<file path="src/include/ecp_link_defs.svh">
`ifndef ECP_LINK_DEFS_SVH
`define ECP_LINK_DEFS_SVH
// Mode field codes
`define MODE_COMPAT_FIFO 3'h2
`define MODE_ECP 3'h3
// Shared byte FIFO depth and pointer width
`define FIFO_DEPTH 16
`define FIFO_PTR_W 4
`define FIFO_CNT_W 5
// Full level at count width
`define FIFO_FULL_CNT 5'h10
// Width of a FIFO word: command tag plus byte
`define WORD_W 9
`endif

</file>
<file path="src/include/ecp_link_pkg.sv">
package ecp_link_pkg;
  // Link handshake states
  typedef enum logic [3:0] {
    LINK_IDLE,
    FWD_SETUP,
    FWD_STROBE,
    FWD_RELEASE,
    REV_REQ,
    REV_WAIT,
    REV_RLE,
    REV_ACK,
    REV_EXIT
  } link_state_type;
endpackage

</file>
<file path="src/logic/ecp_parallel_link.sv">
`include "ecp_link_defs.svh"
`timescale 1ns/10ps
`default_nettype none
module ecp_parallel_link (
  // Clock and reset
  input wire logic clk_i,
  input wire logic resetn_i,
  // Control
  input wire logic [2:0] mode_i,
  input wire logic direction_i,
  // System forward stream
  input wire logic wr_valid_i,
  input wire logic [7:0] wr_data_i,
  input wire logic wr_cmd_i,
  output logic wr_ready_o,
  // System reverse stream
  output logic rd_valid_o,
  output logic [7:0] rd_data_o,
  output logic rd_cmd_o,
  input wire logic rd_ready_i,
  // Status to system
  output logic dma_req_o,
  output logic error_irq_o,
  output logic reverse_hint_o,
  // Link pins
  output logic nstrobe_o,
  output logic host_ack_n_o,
  output logic reverse_req_n_o,
  output logic nselectin_o,
  input wire logic [7:0] pdata_i,
  output logic [7:0] pdata_o,
  output logic pdata_oe_o,
  input wire logic periph_ack_i,
  input wire logic periph_clk_n_i,
  input wire logic ack_reverse_n_i,
  input wire logic periph_request_n_i
);

  // Two-stage synchronisers for every pin input
  logic [11:0] sync1_reg;
  logic [11:0] sync2_reg;
  always_ff @(posedge clk_i or negedge resetn_i) begin
    if (!resetn_i) begin
      // Pins idle: request, reverse ack and data valid high, busy low
      sync1_reg <= 12'he00;
      sync2_reg <= 12'he00;
    end else begin
      sync1_reg <= {periph_request_n_i, ack_reverse_n_i, periph_clk_n_i, periph_ack_i, pdata_i};
      sync2_reg <= sync1_reg;
    end
  end
  logic fault_n_s; // Peripheral request / fault, active low
  logic ack_rev_n_s; // Reverse acknowledge, high means forward
  logic pclk_n_s; // Peripheral data valid, active low
  logic busy_s; // Peripheral busy / command tag
  logic [7:0] pdata_s;
  assign {fault_n_s, ack_rev_n_s, pclk_n_s, busy_s, pdata_s} = sync2_reg;

  // Mode decode
  logic ecp_mode; // Full ECP protocol
  logic compat_mode; // Printer FIFO, forward only
  logic active;
  logic dir_rev; // Effective reverse direction
  assign ecp_mode = (mode_i == `MODE_ECP);
  assign compat_mode = (mode_i == `MODE_COMPAT_FIFO);
  assign active = ecp_mode | compat_mode;
  assign dir_rev = ecp_mode & direction_i;

  // Shared FIFO storage; word is {cmd tag, byte}
  logic [`WORD_W-1:0] fifo_mem [`FIFO_DEPTH];
  logic [`FIFO_PTR_W-1:0] wr_ptr_reg;
  logic [`FIFO_PTR_W-1:0] rd_ptr_reg;
  logic [`FIFO_CNT_W-1:0] count_reg;
  logic [`FIFO_CNT_W-1:0] count_next;
  logic full;
  logic empty;
  assign full = (count_reg == `FIFO_FULL_CNT);
  assign empty = (count_reg == 5'h00);

  ecp_link_pkg::link_state_type state_reg;
  logic host_ack_n_reg;
  logic [6:0] rle_cnt_reg; // Held repeat count
  logic rle_pend_reg; // A count byte is waiting for its data byte
  logic [6:0] rep_reg; // Copies still to push, less one
  logic [7:0] rle_byte_reg;

  // Reverse byte classification: busy low means command
  logic rev_cmd;
  logic rev_rle;
  logic capture;
  assign rev_cmd = ~busy_s;
  assign rev_rle = rev_cmd & ~pdata_s[7];
  assign capture = (state_reg == ecp_link_pkg::REV_WAIT) & ~host_ack_n_reg & ~pclk_n_s;

  // FIFO push and pop sources; the handshakes only run when space or data exists
  logic push;
  logic pop;
  logic [`WORD_W-1:0] push_word;
  logic link_pop;
  logic sys_pop;
  logic link_push;
  assign link_push = (capture & ~rev_rle & ~(rle_pend_reg & ~rev_cmd))
                   | ((state_reg == ecp_link_pkg::REV_RLE) & ~full);
  assign link_pop = (state_reg == ecp_link_pkg::LINK_IDLE) & active & ~dir_rev & ~empty
                  & (ack_rev_n_s | compat_mode);
  assign sys_pop = dir_rev & ~empty & (~rd_valid_o | rd_ready_i);
  assign push = link_push | (~dir_rev & wr_valid_i & wr_ready_o);
  assign pop = link_pop | sys_pop;
  assign push_word = (state_reg == ecp_link_pkg::REV_RLE) ? {1'b0, rle_byte_reg}
                   : capture ? {rev_cmd, pdata_s} : {wr_cmd_i, wr_data_i};
  assign count_next = count_reg + {4'h0, push} - {4'h0, pop};

  // Storage write; no reset needed on the array itself
  always_ff @(posedge clk_i) begin
    if (push) begin
      fifo_mem[wr_ptr_reg] <= push_word;
    end
  end

  // Pointers and fill count
  always_ff @(posedge clk_i or negedge resetn_i) begin
    if (!resetn_i) begin
      wr_ptr_reg <= 4'h0;
      rd_ptr_reg <= 4'h0;
      count_reg <= 5'h00;
    end else begin
      if (push) begin
        wr_ptr_reg <= wr_ptr_reg + 4'h1;
      end
      if (pop) begin
        rd_ptr_reg <= rd_ptr_reg + 4'h1;
      end
      count_reg <= count_next;
    end
  end

  // System side: ready, reverse output stage and DMA request
  always_ff @(posedge clk_i or negedge resetn_i) begin
    if (!resetn_i) begin
      wr_ready_o <= 1'b0;
      rd_valid_o <= 1'b0;
      rd_data_o <= 8'h00;
      rd_cmd_o <= 1'b0;
      dma_req_o <= 1'b0;
    end else begin
      // Registered from the next count so the FIFO never overflows
      wr_ready_o <= active & ~dir_rev & (count_next != `FIFO_FULL_CNT);
      if (sys_pop) begin
        rd_valid_o <= 1'b1;
        {rd_cmd_o, rd_data_o} <= fifo_mem[rd_ptr_reg];
      end else if (rd_ready_i) begin
        rd_valid_o <= 1'b0;
      end
      // Burst DMA request in either direction
      dma_req_o <= active & (dir_rev ? (count_next != 5'h00)
                                     : (count_next != `FIFO_FULL_CNT));
    end
  end

  // Fault pin: error interrupt and reverse hint, software decides direction
  always_ff @(posedge clk_i or negedge resetn_i) begin
    if (!resetn_i) begin
      error_irq_o <= 1'b0;
      reverse_hint_o <= 1'b0;
    end else begin
      error_irq_o <= ~fault_n_s;
      reverse_hint_o <= ecp_mode & ~dir_rev & ~fault_n_s;
    end
  end

  // Select-in deasserted throughout ECP mode
  always_ff @(posedge clk_i or negedge resetn_i) begin
    if (!resetn_i) begin
      nselectin_o <= 1'b1;
    end else begin
      nselectin_o <= ecp_mode | ~active;
    end
  end

  // Link handshake engine; no negotiation phase, software sets the mode
  always_ff @(posedge clk_i or negedge resetn_i) begin
    if (!resetn_i) begin
      state_reg <= ecp_link_pkg::LINK_IDLE;
      nstrobe_o <= 1'b1;
      host_ack_n_reg <= 1'b1;
      reverse_req_n_o <= 1'b1;
      pdata_o <= 8'h00;
      pdata_oe_o <= 1'b0;
      rle_cnt_reg <= 7'h00;
      rle_pend_reg <= 1'b0;
      rep_reg <= 7'h00;
      rle_byte_reg <= 8'h00;
    end else begin
      case (state_reg)
        ecp_link_pkg::LINK_IDLE: begin
          nstrobe_o <= 1'b1;
          // Bus released unless forward is acknowledged; compat mode drives it without the acknowledge
          pdata_oe_o <= active & ~dir_rev & (ack_rev_n_s | compat_mode);
          if (link_pop) begin
            // Byte and tag set up one cycle ahead of the strobe
            pdata_o <= fifo_mem[rd_ptr_reg][7:0];
            if (compat_mode) begin
              host_ack_n_reg <= 1'b1;
            end else begin
              host_ack_n_reg <= ~fifo_mem[rd_ptr_reg][8];
            end
            state_reg <= ecp_link_pkg::FWD_SETUP;
          end else if (dir_rev) begin
            pdata_oe_o <= 1'b0;
            reverse_req_n_o <= 1'b0;
            host_ack_n_reg <= 1'b1;
            state_reg <= ecp_link_pkg::REV_REQ;
          end
        end
        ecp_link_pkg::FWD_SETUP: begin
          // Peripheral ready when busy low
          if (!busy_s) begin
            nstrobe_o <= 1'b0;
            state_reg <= ecp_link_pkg::FWD_STROBE;
          end
        end
        ecp_link_pkg::FWD_STROBE: begin
          if (busy_s) begin
            nstrobe_o <= 1'b1;
            state_reg <= ecp_link_pkg::FWD_RELEASE;
          end
        end
        ecp_link_pkg::FWD_RELEASE: begin
          // Wait for busy to drop before the next byte
          if (!busy_s) begin
            state_reg <= ecp_link_pkg::LINK_IDLE;
          end
        end
        ecp_link_pkg::REV_REQ: begin
          if (!ack_rev_n_s) begin
            state_reg <= ecp_link_pkg::REV_WAIT;
          end
        end
        ecp_link_pkg::REV_WAIT: begin
          if (!dir_rev && (host_ack_n_reg || pclk_n_s)) begin
            // Leave when no byte is presented, even with a request pending;
            // a byte started inside the pin latency can still be lost
            reverse_req_n_o <= 1'b1;
            host_ack_n_reg <= 1'b1;
            state_reg <= ecp_link_pkg::REV_EXIT;
          end else if (host_ack_n_reg) begin
            // Request a byte only while there is room
            host_ack_n_reg <= full;
          end else if (capture) begin
            host_ack_n_reg <= 1'b1;
            state_reg <= ecp_link_pkg::REV_ACK;
            if (rev_rle) begin
              rle_cnt_reg <= pdata_s[6:0];
              rle_pend_reg <= 1'b1;
            end else if (rle_pend_reg && !rev_cmd) begin
              // Count n gives n plus one copies
              rle_pend_reg <= 1'b0;
              rle_byte_reg <= pdata_s;
              rep_reg <= rle_cnt_reg;
              state_reg <= ecp_link_pkg::REV_RLE;
            end
          end
        end
        ecp_link_pkg::REV_RLE: begin
          // No next byte requested until all copies are stored; host ack already went high at capture
          if (!full) begin
            rep_reg <= rep_reg - 7'h01;
            if (rep_reg == 7'h00) begin
              state_reg <= ecp_link_pkg::REV_ACK;
            end
          end
        end
        ecp_link_pkg::REV_ACK: begin
          if (pclk_n_s) begin
            state_reg <= ecp_link_pkg::REV_WAIT;
          end
        end
        ecp_link_pkg::REV_EXIT: begin
          if (ack_rev_n_s) begin
            state_reg <= ecp_link_pkg::LINK_IDLE;
          end
        end
        default: begin
          state_reg <= ecp_link_pkg::LINK_IDLE;
        end
      endcase
    end
  end
  assign host_ack_n_o = host_ack_n_reg;

  // Checks
  property p_fifo_bound;
    @(posedge clk_i) disable iff (!resetn_i) count_reg <= `FIFO_FULL_CNT;
  endproperty
  a_fifo_bound: assert property (p_fifo_bound) else $error("FIFO count above depth");
  property p_selin;
    @(posedge clk_i) disable iff (!resetn_i) $past(ecp_mode) |-> nselectin_o;
  endproperty
  a_selin: assert property (p_selin) else $error("Select-in asserted in ECP mode");
  property p_oe;
    @(posedge clk_i) disable iff (!resetn_i)
      (pdata_oe_o && $past(ecp_mode)) |-> ($past(ack_rev_n_s) && reverse_req_n_o);
  endproperty
  a_oe: assert property (p_oe) else $error("Data bus driven in reverse");
  property p_irq;
    @(posedge clk_i) disable iff (!resetn_i) $fell(fault_n_s) |=> error_irq_o;
  endproperty
  a_irq: assert property (p_irq) else $error("Fault did not raise interrupt");
  property p_strobe;
    @(posedge clk_i) disable iff (!resetn_i) $fell(nstrobe_o) |-> !$past(busy_s);
  endproperty
  a_strobe: assert property (p_strobe) else $error("Strobe while peripheral busy");
  property p_empty;
    @(posedge clk_i) disable iff (!resetn_i)
      (state_reg == ecp_link_pkg::LINK_IDLE && empty) |=> nstrobe_o [*2];
  endproperty
  a_empty: assert property (p_empty) else $error("Strobe with empty FIFO");
  property p_rev_init;
    @(posedge clk_i) disable iff (!resetn_i)
      (state_reg == ecp_link_pkg::REV_WAIT) |-> !reverse_req_n_o;
  endproperty
  a_rev_init: assert property (p_rev_init) else $error("Reverse without init low");
  property p_tag;
    @(posedge clk_i) disable iff (!resetn_i)
      (state_reg == ecp_link_pkg::FWD_STROBE && ecp_mode)
      |-> ($stable(host_ack_n_o) && $stable(pdata_o));
  endproperty
  a_tag: assert property (p_tag) else $error("Tag changed during strobe");
  property p_rev_full;
    @(posedge clk_i) disable iff (!resetn_i)
      (state_reg == ecp_link_pkg::REV_WAIT && host_ack_n_reg && full) |=> host_ack_n_o;
  endproperty
  a_rev_full: assert property (p_rev_full) else $error("Byte requested with FIFO full");
  c_fwd: cover property (@(posedge clk_i) disable iff (!resetn_i)
    state_reg == ecp_link_pkg::FWD_STROBE ##[1:50] state_reg == ecp_link_pkg::LINK_IDLE);
  c_rev: cover property (@(posedge clk_i) disable iff (!resetn_i) capture && !rev_rle);
  c_rle: cover property (@(posedge clk_i) disable iff (!resetn_i)
    state_reg == ecp_link_pkg::REV_RLE ##1 state_reg == ecp_link_pkg::REV_ACK);

endmodule // ecp_parallel_link
`default_nettype wire

</file>
<file path="config.mk">
export PLATFORM = sky130hd
export DESIGN_NAME = ecp_parallel_link
export DESIGN_NICKNAME = d
export VERILOG_FILES = /design/src/include/ecp_link_pkg.sv /design/src/logic/ecp_parallel_link.sv
export VERILOG_INCLUDE_DIRS = /design/src /design/src/include
export SDC_FILE = /design/constraint.sdc
export NUM_CORES = 1
export LEC_CHECK = 0
export BUFFER_PORTS_ARGS = -buffer_cell sky130_fd_sc_hd__buf_2
export CAP_MARGIN = 25
export CORE_AREA = 3 3 171 173
export CTS_CLUSTER_SIZE = 10
export DETAILED_ROUTE_END_ITERATION = 7
export DIE_AREA = 0 0 174 176
export GPL_TIMING_DRIVEN = 0
export PLACE_DENSITY = 0.51
export REMOVE_ABC_BUFFERS = 1
export SETUP_SLACK_MARGIN = 0.4
export SKIP_CTS_REPAIR_TIMING = 1
export SYNTH_ARGS = -nofsm -noshare
export SYNTH_HDL_FRONTEND = slang
export SYNTH_SLANG_ARGS = --single-unit
</file>
<file path="constraint.sdc">
create_clock -name clk_i -period 4.3 [get_ports clk_i]
set_input_delay 0.645 -clock clk_i [delete_from_list [all_inputs] [get_ports clk_i]]
set_output_delay 0.645 -clock clk_i [all_outputs]
set_load 0.005 [all_outputs]
</file>
# Yosys cells after proc, flatten, opt, wreduce, memory -nomap -nowiden
# Memory sizes are Yosys's and may differ from the RTL's.
# Index checks and enable logic that the tools add are counted.
[word_totals] register_bits=91 latchBits=0 ram_bits=144 mem_bits_ro=0 input_bits=29 output_inout_bits=27 word_cells=173 mem_count=1
[mem_list] name="fifo_mem" words=16 width=9 read_ports=1 rd_clocked_by_memory_dff=0 write_ports=1 line_no="ecp_parallel_link.sv:70" source="logic [`WORD_W-1:0] fifo_mem [`FIFO_DEPTH];"
[classes] n_addsub=5 mul=0 div=0 order_cmp=0 eq_ne=31 shifts=0 n_mux=48 bitwise_logic=43 reduce_logical=22
[ops] operator="4-bit two-way mux" n=13
[ops] operator="7-bit two-way mux" n=6
[ops] operator="4-bit one-hot mux with 9 select lines" n=1
[ops] operator="2-bit inequality test (second input constant)" n=13
[ops] operator="1-bit bitwise AND" n=22
[ops] operator="1-bit two-way mux" n=22
[ops] operator="9-bit two-way mux" n=2
[ops] operator="4-bit by 3-bit equality test with 1-bit output (second input constant)" n=4
[ops] operator="1-bit NOT" n=14
[ops] operator="7-bit one-hot mux with 2 select lines" n=1
[ops] operator="11-bit AND reduction" n=1
[ops] operator="5-bit AND reduction" n=2
[ops] operator="4-bit by 1-bit adder with 4-bit output (second input constant)" n=2
[ops] operator="4-bit by 2-bit equality test with 1-bit output (second input constant)" n=2
[ops] operator="2-bit nonzero test" n=4
[ops] operator="7-bit zero test" n=1
[ops] operator="1-bit OR" n=7
[ops] operator="7-bit AND reduction" n=1
[ops] operator="7-bit by 1-bit subtractor with 7-bit output (second input constant)" n=1
[ops] operator="3-bit by 2-bit equality test with 1-bit output (second input constant)" n=2
[ops] operator="2-bit by 1-bit inequality test with 1-bit output (second input constant)" n=3
[ops] operator="3-bit by 2-bit inequality test with 1-bit output (second input constant)" n=2
[ops] operator="6-bit AND reduction" n=1
[ops] operator="5-bit by 1-bit adder with 5-bit output" n=1
[ops] operator="18 further kinds" n=21

# Depth between registers and ports, before layout
# Gate-level depths: netlist of the first run.
[logic_depth] word_depth=12 ltp_mapped=15 mapped_depth_nobuf=14

# Least setup slack after synthesis of the first run
# Ideal clock, no wire load.
[synth_timing] path_kind="register to register" start="reg state_reg[3]" end="reg dma_req_o" setup_ps=140 t_arrival_ps=2840 t_required_ps=4160 slack_ps=1320 path_stages_with_launch=15 n_path_buf=3 period_less_slack_ps=2980 cell_sequence="dfrtp_1 -> buf_6 -> nor4bb_1 -> clkbuf_1 -> nand2_1 -> o211a_1 -> buf_4 -> ha_1 -> inv_1 -> ha_1 -> fa_1 -> a21oi_1 -> o21bai_1 -> xnor2_1 -> o221ai_1"
[synth_between] elab_chain_len=12 word_cells_on_any_way=21 classes_between="2 x add/sub; 3 x eq/ne; 1 x mux; 13 x bitwise; 2 x reduce/logical"
[synth_lines] element="from (decl)" line_no="ecp_parallel_link.sv:80" source="ecp_link_pkg::link_state_type state_reg;"
[synth_lines] element="from (signal assigned)" line_no="ecp_parallel_link.sv:183" source="state_reg <= ecp_link_pkg::LINK_IDLE;"
[synth_lines] element="from (signal assigned)" line_no="ecp_parallel_link.sv:207" source="state_reg <= ecp_link_pkg::FWD_SETUP;"
[synth_lines] element="from (signal assigned)" line_no="ecp_parallel_link.sv:212" source="state_reg <= ecp_link_pkg::REV_REQ;"
[synth_lines] element="4-bit by 3-bit equality test with 1-bit output" line_no="ecp_parallel_link.sv:93" source="assign capture = (state_reg == ecp_link_pkg::REV_WAIT) & ~host_ack_n_reg & ~pclk_n_s;"
[synth_lines] element="1-bit bitwise AND (2 in series)" line_no="ecp_parallel_link.sv:93"
[synth_lines] element="1-bit bitwise AND (2 in series)" line_no="ecp_parallel_link.sv:102" source="assign link_push = (capture & ~rev_rle & ~(rle_pend_reg & ~rev_cmd))"
[synth_lines] element="1-bit OR" line_no="ecp_parallel_link.sv:103" source="| ((state_reg == ecp_link_pkg::REV_RLE) & ~full);"
[synth_lines] element="1-bit OR" line_no="ecp_parallel_link.sv:107" source="assign push = link_push | (~dir_rev & wr_valid_i & wr_ready_o);"
[synth_lines] element="5-bit by 1-bit adder with 5-bit output" line_no="ecp_parallel_link.sv:111" source="assign count_next = count_reg + {4'h0, push} - {4'h0, pop};"
[synth_lines] element="5-bit by 1-bit subtractor with 5-bit output (*)" line_no="ecp_parallel_link.sv:111"
[synth_lines] element="named net count_next[4]" line_no="ecp_parallel_link.sv:74" source="logic [`FIFO_CNT_W-1:0] count_next;"
[synth_lines] element="5-bit inequality test (no line) or 5-bit nonzero test (tied branches)"
[synth_lines] element="1-bit two-way mux (*)" line_no="ecp_parallel_link.sv:155" source="dma_req_o <= active & (dir_rev ? (count_next != 5'h00)"
[synth_lines] element="1-bit bitwise AND (*)" line_no="ecp_parallel_link.sv:155"
[synth_lines] element="to (signal assigned)" line_no="ecp_parallel_link.sv:155"
[synth_lines] element="to (decl)" line_no="ecp_parallel_link.sv:22" source="output logic dma_req_o,"
# The timed path passes the listed nets; every way through them passes the cells marked *.
# A chain may end at the register's enable or synchronous reset.

# Worst setup path in the final report of the first run
[layout_timing] start="reg state_reg[1]" end="reg dma_req_o"
# Same word-level chain as after synthesis.

==> results list, run 1 <==
* Run status: finished clean
- Antenna violations before repair: 0
- Max-cap violations in this run came to 0.
- # diodes: 0
- Final Setup Violations: 0
* DR WL met2: between 10 and 15 mm
- Entering global routing, the biggest net connects 48 pins.
- Number of flip-flops in the largest register: roughly 140
* Source-to-sink clock delay at the later pin of the worst-skew pair: 0.54 ns
- Total count of max-transition violations in the final report: 0
- The cell sitting at the root of the clock tree is a sky130_fd_sc_hd__clkbuf_16.
- Counting every instance in the synthesized netlist gives 597.
* Buffers and inverters on the worst path: 1
- The longest clock path from root to sink contains 3 buffers.
* Main flop type after synthesis: sky130_fd_sc_hd__edfxtp_1
* Post-synthesis instance area: 0.00969 sq mm
* Ratio of cells with drive above 1 in the final layout: approximately 31%
- Pwr Total: about 7.5 mW
* Number of synthesized register bits: ~240
- Via/cell ratio: roughly 5.0
- The floorplan has 61 rows.
* Post-synthesis area per instance: roughly 16 sq um
- Initial Utilization: between 30% and 40%
- Yosys synthesis warning count: 0
- The clock arrives with ~0.030 ns of skew.
* Leak: between 4 and 5 nW
- Fraction of synthesis flops using an asynchronous set or reset pin: 38.7%
* Die Y: between 150 and 200 um
- Mean routed wirelength per cell: 19.4 um
- TritonCTS built the clock tree.
* Number of enable flip-flop cells after synthesis: roughly 140
- Worst min-delay path class: input pin to async pin
- The worst setup path is captured at a flip-flop.
- Worst reg2reg startpoint: state_reg[1]$_DFFE_PN0P_
- For the worst setup path, the data arrival time is 4.02 ns.
- Sequential cells were found to cover 68.3% of the synthesized design area.
- Worst EP required: roughly 4.7 ns
- The routed design has around 21 mm of wire.
- Number of global-route vias before repair: around 5,600
- First-pass GRT wire length: roughly 33 mm
- Derived from the worst setup path, the maximum achievable clock frequency is 276 MHz.
- In the global route stage, overall resource usage came out at between 10% and 20%.
* Met1 layer wirelength in the final routing: about 9.7 mm
- The most numerous cell type found on the critical path is sky130_fd_sc_hd__ha_1.
* Buffers added on ports: 55
- Routed signal wires occupy layers up through met4.
- Setup slack of the worst register-to-register path: 0.67 ns
- Dividing total power by cell area gives a power density of between 600 and 700 mW/mm^2.
* Number of CTS-inserted buffers: 28
- Dpl hpwl: 13.8 mm
* Number of nets with antenna violations after detailed routing: 0
- After synthesis, the netlist uses 60 different library cells.
- CP max FO: 13
- Summed over all layers, the global routing overflow is 0.
- Measured slew at the worst slew-check pin: between 1 and 1.5 ns
- In this run the critical register-to-register path is captured at dma_req_o$_DFF_PN0_.
- The area growth from synthesis to layout is 17.5%.
- Across the VDD grid, the largest voltage drop is around 0.00024 V.
* Critical path cell sequence: and4bb_2, nand2_1, o211a_4, ha_1, inv_1, ha_1, fa_1, a21oi_1, o21bai_1, xnor2_1, o221ai_1
- Number of fillers in the final layout: roughly 2,600
- The pre-antenna-repair detailed-routing pass consisted of 5 iterations.
- Drt drc: 0
- Headroom to the max-slew limit: slightly above 30%
* Maximum cell stage delay along the critical path: between 0.5 and 0.6 ns
* Number of nets in the layout: 714
* I/O pins: 56
- Min Clock Period, post-route: ~3.6 ns
- Depth of the most critical reg-to-reg path: 11
* Number of DRC markers in iteration 0: about 370
* DR WL met3: 631 um
* Final Cycle Share: 84.4%
- The total area inside the core boundary comes to between 0.02 and 0.03 sq mm.
- DIE AREA: 0.0306 sq mm
* Slowest cell on the critical path: sky130_fd_sc_hd__dfrtp_1
* Worst setup path class: flip-flop to flip-flop
* Clock transition at the registers of the reported paths: roughly 0.05 ns
* Die span in x: about 170 um
* Setup TNS Final: 0 ns
- Critical path startpoint category: flip-flop
- Routed vias: 5,398
* H-tree depth: 1
* Top cell family by delay on the critical path: adder cells
- RSZ-0062 raised after global routing: no
- CTS sink cnt: around 240
* GPL Wtd Cong: between 0.7 and 0.8
- Final hold violation count: 0
-- synthesized netlist by cell type, types with 2 or more instances --
library cell | count | area (sq um)
sky130_fd_sc_hd__nor3_2 | 4 | 40.0
sky130_fd_sc_hd__dfstp_2 | 10 | 263
sky130_fd_sc_hd__nor3b_1 | 6 | 45.0
sky130_fd_sc_hd__nor3_1 | 6 | 30.0
sky130_fd_sc_hd__o22ai_1 | 8 | 50.1
sky130_fd_sc_hd__buf_2 | 10 | 50.1
sky130_fd_sc_hd__mux4_2 | 36 | 811
sky130_fd_sc_hd__ha_1 | 13 | 163
sky130_fd_sc_hd__nor2b_1 | 14 | 87.6
sky130_fd_sc_hd__a22oi_1 | 3 | 22.5
sky130_fd_sc_hd__a211oi_1 | 10 | 75.1
sky130_fd_sc_hd__buf_6 | 2 | 22.5
sky130_fd_sc_hd__nor4b_1 | 4 | 35.0
sky130_fd_sc_hd__o21ai_0 | 14 | 70.1
sky130_fd_sc_hd__mux2_2 | 34 | 383
sky130_fd_sc_hd__nand4_1 | 3 | 18.8
sky130_fd_sc_hd__clkbuf_1 | 8 | 30.0
sky130_fd_sc_hd__edfxtp_1 | 144 | 4320
sky130_fd_sc_hd__nor2_1 | 31 | 116
sky130_fd_sc_hd__xor2_1 | 4 | 35.0
sky130_fd_sc_hd__inv_1 | 18 | 67.6
sky130_fd_sc_hd__a21oi_1 | 26 | 130
sky130_fd_sc_hd__nand2_1 | 22 | 82.6
sky130_fd_sc_hd__nand4bb_1 | 2 | 22.5
sky130_fd_sc_hd__nor4_1 | 2 | 12.5
sky130_fd_sc_hd__a21o_1 | 3 | 22.5
sky130_fd_sc_hd__mux2_4 | 2 | 30.0
sky130_fd_sc_hd__buf_1 | 5 | 18.8
sky130_fd_sc_hd__nor4_2 | 2 | 25.0
sky130_fd_sc_hd__xnor2_1 | 6 | 52.6
sky130_fd_sc_hd__nand2b_1 | 8 | 50.1
sky130_fd_sc_hd__buf_4 | 3 | 22.5
sky130_fd_sc_hd__dfrtp_1 | 81 | 2030
sky130_fd_sc_hd__nand3_1 | 8 | 40.0
sky130_fd_sc_hd__mux2i_1 | 10 | 100
sky130_fd_sc_hd__and2_1 | 11 | 68.8
-- area by class of cell --
cell class	count	area (sq um)	area share, %
tap	378	473	4.15
inverter	18	67.6	0.594
sequential	235	6620	58.2
timing repair buffer	72	483	4.24
clock buffer	47	782	6.87
clock inverter	5	33.8	0.297
multi-input combinational	316	2920	25.7
-- layer usage --
metal	up-vias	global-route usage, %
met5	-	0
met4	0	3.28
met3	31	2.13
met2	100	22.0
met1	2834	19.3
li1	2433	-
-- worst max-delay path by stage --
stage                                         from                  endpoint  slack (ns)  depth (start not counted)
final                     state_reg[1]$_DFFE_PN0P_       dma_req_o$_DFF_PN0_        0.67                         11
after global routing      state_reg[1]$_DFFE_PN0P_       dma_req_o$_DFF_PN0_        0.43                         11
after CTS                 state_reg[0]$_DFFE_PN0P_       dma_req_o$_DFF_PN0_        0.45                         11
after detailed placement  state_reg[0]$_DFFE_PN0P_       dma_req_o$_DFF_PN0_        0.49                         10
after global placement    state_reg[2]$_DFFE_PN0P_  fifo_mem[2][1]$_DFFE_PP_       -1.03                          4
after floorplan           state_reg[2]$_DFFE_PN0P_       dma_req_o$_DFF_PN0_        0.40                         11
-- cell usage in the layout (no fill, tap or decap), types with 6 or more instances in the layout --
cell type                   synthesis  final
sky130_fd_sc_hd__edfxtp_1         144    144
sky130_fd_sc_hd__dfrtp_1           81     76
sky130_fd_sc_hd__buf_2             10     54
sky130_fd_sc_hd__mux4_2            36     36
sky130_fd_sc_hd__mux2_2            34     34
sky130_fd_sc_hd__nor2_1            31     31
sky130_fd_sc_hd__clkbuf_16          0     28
sky130_fd_sc_hd__a21oi_1           26     26
sky130_fd_sc_hd__nand2_1           22     22
sky130_fd_sc_hd__inv_1             18     18
sky130_fd_sc_hd__clkbuf_1           8     18
sky130_fd_sc_hd__nor2b_1           14     14
sky130_fd_sc_hd__o21ai_0           14     14
sky130_fd_sc_hd__ha_1              13     13
sky130_fd_sc_hd__and2_1            11     11
sky130_fd_sc_hd__mux2i_1           10     10
sky130_fd_sc_hd__a211oi_1          10     10
sky130_fd_sc_hd__dfstp_2           10     10
sky130_fd_sc_hd__buf_4              3     10
sky130_fd_sc_hd__nand2b_1           8      8
sky130_fd_sc_hd__nand3_1            8      8
sky130_fd_sc_hd__o22ai_1            8      8
sky130_fd_sc_hd__xnor2_1            6      6
-- kinds of logic after synthesis --
kind of cell / Yosys count / share of synthesized area (%)
flops: 235 / 68.3
simple gates: 132 / 7.89
mux: 82 / 13.7
compound gates: 78 / 5.18
buf+inv: 46 / 2.18
fa+ha+maj: 14 / 1.89
xor+xnor: 10 / 0.904
-- through the flow --
stage / cells / area (sq um) / hold WS [ns] / worst slack (ns) / util, %
after CTS: 1067 / 11300 / 0.115 / 0.450 / 40.8
after global routing: 1071 / 11400 / 0.159 / 0.431 / 41.0
after detailed placement: 1015 / 10500 / 0.335 / 0.489 / 37.8
after floorplan: 569 / 9540 / 0.331 / 0.401 / -
final: 1071 / 11400 / 0.118 / 0.673 / 41.0
after global placement: 1002 / 10300 / 0.332 / -1.03 / 37.0
-- power by group --
| part | switching [mW] | total, mW | internal, mW | leakage, nW |
|---|---|---|---|---|
| combinational | 1.12 | 2.16 | 1.04 | 1.43 |
| sequential | 0.373 | 3.21 | 2.84 | 2.40 |
| clock | 0.865 | 2.09 | 1.23 | 0.391 |
Power figures use the tool's default switching activity.
==> inputs of run 2 (changes only) <==
PLACE_DENSITY = 0.53   (was 0.51)
clock period = 3 ns   (was 4.3 ns; I/O delays follow)
==> results list, run 2 (synthesis results as in run 1) <==
- Run status: finished clean (unchanged)
* Number of flip-flops in the largest register: 144 (unchanged)
- The period utilization is 96.6% (was 84.4%).
- RSZ-0062 raised after global routing: yes (was no).
- Setup slack of the worst register-to-register path: 0.10 ns (was 0.67 ns)
- The logic depth of the worst register-to-register path was 9 (was 11).
- Capturing point of the worst reg2reg path: dma_req_o$_DFF_PN0_ (unchanged)
* Slowest cell on the critical path: sky130_fd_sc_hd__dfrtp_2 (was sky130_fd_sc_hd__dfrtp_1)
* Drt drc: 0 (unchanged)
* Final Setup Violations: 0 (unchanged)
* Root buffer cell: sky130_fd_sc_hd__clkbuf_16 (unchanged)
* Fin util: 42.3% (was 41.0%)
- Measured slew at the worst slew-check pin: 1.09 ns (was 1.04 ns)
- Total Routing Usage GR: 13.8% (was 13.6%)
* CP max FO: 7 (was 13)
- The die outline height came to 176 um (unchanged).
- Portion of total power attributed to combinational logic: 32.7% (was 28.9%)
* First-pass GRT wire length: 33.4 mm (was 32.6 mm)
* IR Drop Worst-Case VDD: 0.000426 V (was 0.000241 V)
* Mean routed wirelength per cell: 19.7 um (was 19.4 um)
- The initial antenna violation count came to 0 (unchanged).
- Along the worst hold path, the cell count comes to 1.
- The portion of total power attributed to the clock network came to 25.5% (was 28.1%).
* Worst EP required: 3.37 ns (was 4.69 ns)
- The largest net degree at the start of global routing came to 55 (was 48).
- The final total power is 11.2 mW (was 7.47 mW).
- The number of iterations in the first detailed-routing pass is 5 (unchanged).
- Switching share of power: 32.1% (was 31.6%)
- The largest incremental delay on the critical path is 0.47 ns (was 0.54 ns).
- Critical path cell sequence: nor4_4, o211ai_1, a21oi_2, ha_1, inv_2, ha_4, fa_2, nor4_4, o221ai_1 (was and4bb_2, nand2_1, o211a_4, ha_1, inv_1, ha_1, fa_1, a21oi_1, o21bai_1, xnor2_1, o221ai_1)
- Die span in x: 174 um (unchanged)
- Share of total power in sequential cells: 41.8% (was 43.0%)
- Final hold violation count: 0 (unchanged)
* Design internal power: 7.59 mW (was 5.11 mW)
- Worst reg2reg startpoint: state_reg[1]$_DFFE_PN0P_ (unchanged)
- The clock transition time at the flip-flop clock pins of the worst setup and hold paths was 0.06 ns (was 0.05 ns).
- Total Wirelength: 21.6 mm (was 20.8 mm)
* Max_cap viols: 0 (unchanged)
* Final Skew: 0.0107 ns (was 0.0303 ns)
* P_sw: 3.59 mW (was 2.36 mW)
* H-tree depth: 1 (unchanged)
- Worst min-delay path class: input pin to flip-flop (was input pin to async pin)
- The detailed-placement wirelength estimate was 13.9 mm (was 13.8 mm).
- The number of diodes added for antenna fixing came to 0 (unchanged).
* Clock tree from TritonCTS: done (unchanged)
* Critical path startpoint category: flip-flop (unchanged)
- The cell row count is 61 (unchanged).
- The number of buffers created by CTS is 27 (was 28).
- Most frequent cells in the layout: sky130_fd_sc_hd__edfxtp_1 (144), sky130_fd_sc_hd__dfrtp_1 (74), sky130_fd_sc_hd__buf_2 (56) (was sky130_fd_sc_hd__edfxtp_1 (144), sky130_fd_sc_hd__dfrtp_1 (76), sky130_fd_sc_hd__buf_2 (54))
- Number of DRC markers in iteration 0: 382 (was 367)
- Congestion Overflow GR: 0 (unchanged)
- Ratio of cells with drive above 1 in the final layout: 37.0% (was 30.9%)
- The worst hold path terminates at sync1_reg[10]$_DFF_PN1_.
* Buffers and inverters on the worst path: 1 (unchanged)
* Leak: 4.40 nW (was 4.22 nW)
- The sum of negative setup slack came to 0 ns (unchanged).
* Via/cell ratio: 5.05 (was 5.04)
- The most common library cell in the layout ignoring fill and taps is sky130_fd_sc_hd__edfxtp_1 (unchanged).
* Placed Cells incl. Taps: 1,016 (was 1,015)
* DIE AREA: 0.0306 sq mm (unchanged)
* Maximum clock frequency: 345 MHz (was 276 MHz)
* Total count of max-transition violations in the final report: 0 (unchanged)
* Headroom to the max-slew limit: 27.2% (was 30.5%)
- The number of sinks handled by clock tree synthesis is 235 (unchanged).
* Total power per unit cell area: 950 mW/mm^2 (was 656 mW/mm^2)
- Arrival time of data at the critical path endpoint: 3.27 ns (was 4.02 ns)
- The element type at the critical path end is a flip-flop (unchanged).
- Number of fillers in the final layout: 2,520 (was 2,555)
- The global placer's final weighted congestion was 0.785 (was 0.791).
* Initial Utilization: 34.9% (unchanged)
* Number of nets in the layout: 742 (was 714)
- Routed vias: 5,531 (was 5,398)
* Cell with the most instances on the worst path: sky130_fd_sc_hd__nor4_4 (was sky130_fd_sc_hd__ha_1)
- Max clock buf depth: 3 (unchanged)
- Area added between synthesis and finish: 21.5% (was 17.5%)
- The count of non-filler cells in the finished layout came to 1,095 (was 1,071).
* Start point of the worst hold path: ack_reverse_n_i
- Min Clock Period, post-route: 2.90 ns (was 3.63 ns)
- The number of port buffers was 55 (unchanged).
* Worst setup path class: flip-flop to flip-flop (unchanged)
- The top cell family by delay on the critical path is adder cells (unchanged).
- The via count of the first global-routing pass is 5,788 (was 5,629).
* I/O pins: 56 (unchanged)
- The clock latency on the worst-skew pair came to 0.51 ns (was 0.54 ns).
- Number of nets with antenna violations after detailed routing: 0 (unchanged)
- The core region area came to 0.0278 sq mm (unchanged).
-- run 2: how the worst max path moves through the flow --
stage / start / endpoint / slack, ns / depth (start not counted)
4_1_cts: state_reg[2]$_DFFE_PN0P_ / dma_req_o$_DFF_PN0_ / -0.87 / 11
6_report: state_reg[1]$_DFFE_PN0P_ / dma_req_o$_DFF_PN0_ / 0.10 / 9
3_3_place_gp: state_reg[2]$_DFFE_PN0P_ / fifo_mem[0][2]$_DFFE_PP_ / -2.46 / 4
3_5_place_dp: state_reg[0]$_DFFE_PN0P_ / dma_req_o$_DFF_PN0_ / -0.83 / 11
5_1_grt: state_reg[1]$_DFFE_PN0P_ / dma_req_o$_DFF_PN0_ / -0.03 / 9
2_1_floorplan: state_reg[2]$_DFFE_PN0P_ / dma_req_o$_DFF_PN0_ / -0.90 / 11
-- run 2: layout make-up --
type | count | area [sq um] | share of cell area (%)
Sequential cell | 235 | 6630 | 56.3
Multi-Input combinational cell | 316 | 3130 | 26.6
Clock buffer | 47 | 751 | 6.38
Timing Repair Buffer | 101 | 714 | 6.07
Tap cell | 378 | 473 | 4.02
Inverter | 18 | 67.6 | 0.574
-- run 2: routing by layer --
metal	part of all wire, %	routed length [um]	track usage [%]
met1	46	10000	19.5
met2	48	10300	22.7
met3	4.0	870	1.87
met4	1.8	390	3.55
met5	0	0	0
-- run 2: per-stage QoR --
stage          hold slack [ns]  area (sq um)  setup slack [ns]
2_1_floorplan            0.154          9540            -0.899
5_1_grt                0.00995         11800           -0.0326
6_report                0.0371         11800             0.103
3_5_place_dp             0.336         10500            -0.829
3_3_place_gp             0.333         10300             -2.46
4_1_cts                -0.0933         11300            -0.865
-- run 2: worst register-to-register path, delay by kind of cell, from the launching register on --
family	cells	cell delay, ns
adder cells (fa/ha/maj)	3	0.88
AND/OR/NAND/NOR	2	0.74
flip-flops	1	0.47
buffers and inverters	1	0.07
AO/OA/AOI/OAI	3	0.62
-- run 2: power groups by stage --
stage	clock, mW	sequential, mW	combinational, mW
final	2.85	4.68	3.66
after global routing	3.07	4.75	3.98
after CTS	2.93	4.63	3.08
after detailed placement	0	4.69	3.07
after global placement	0	4.87	2.63
after floorplan	0	4.64	1.93
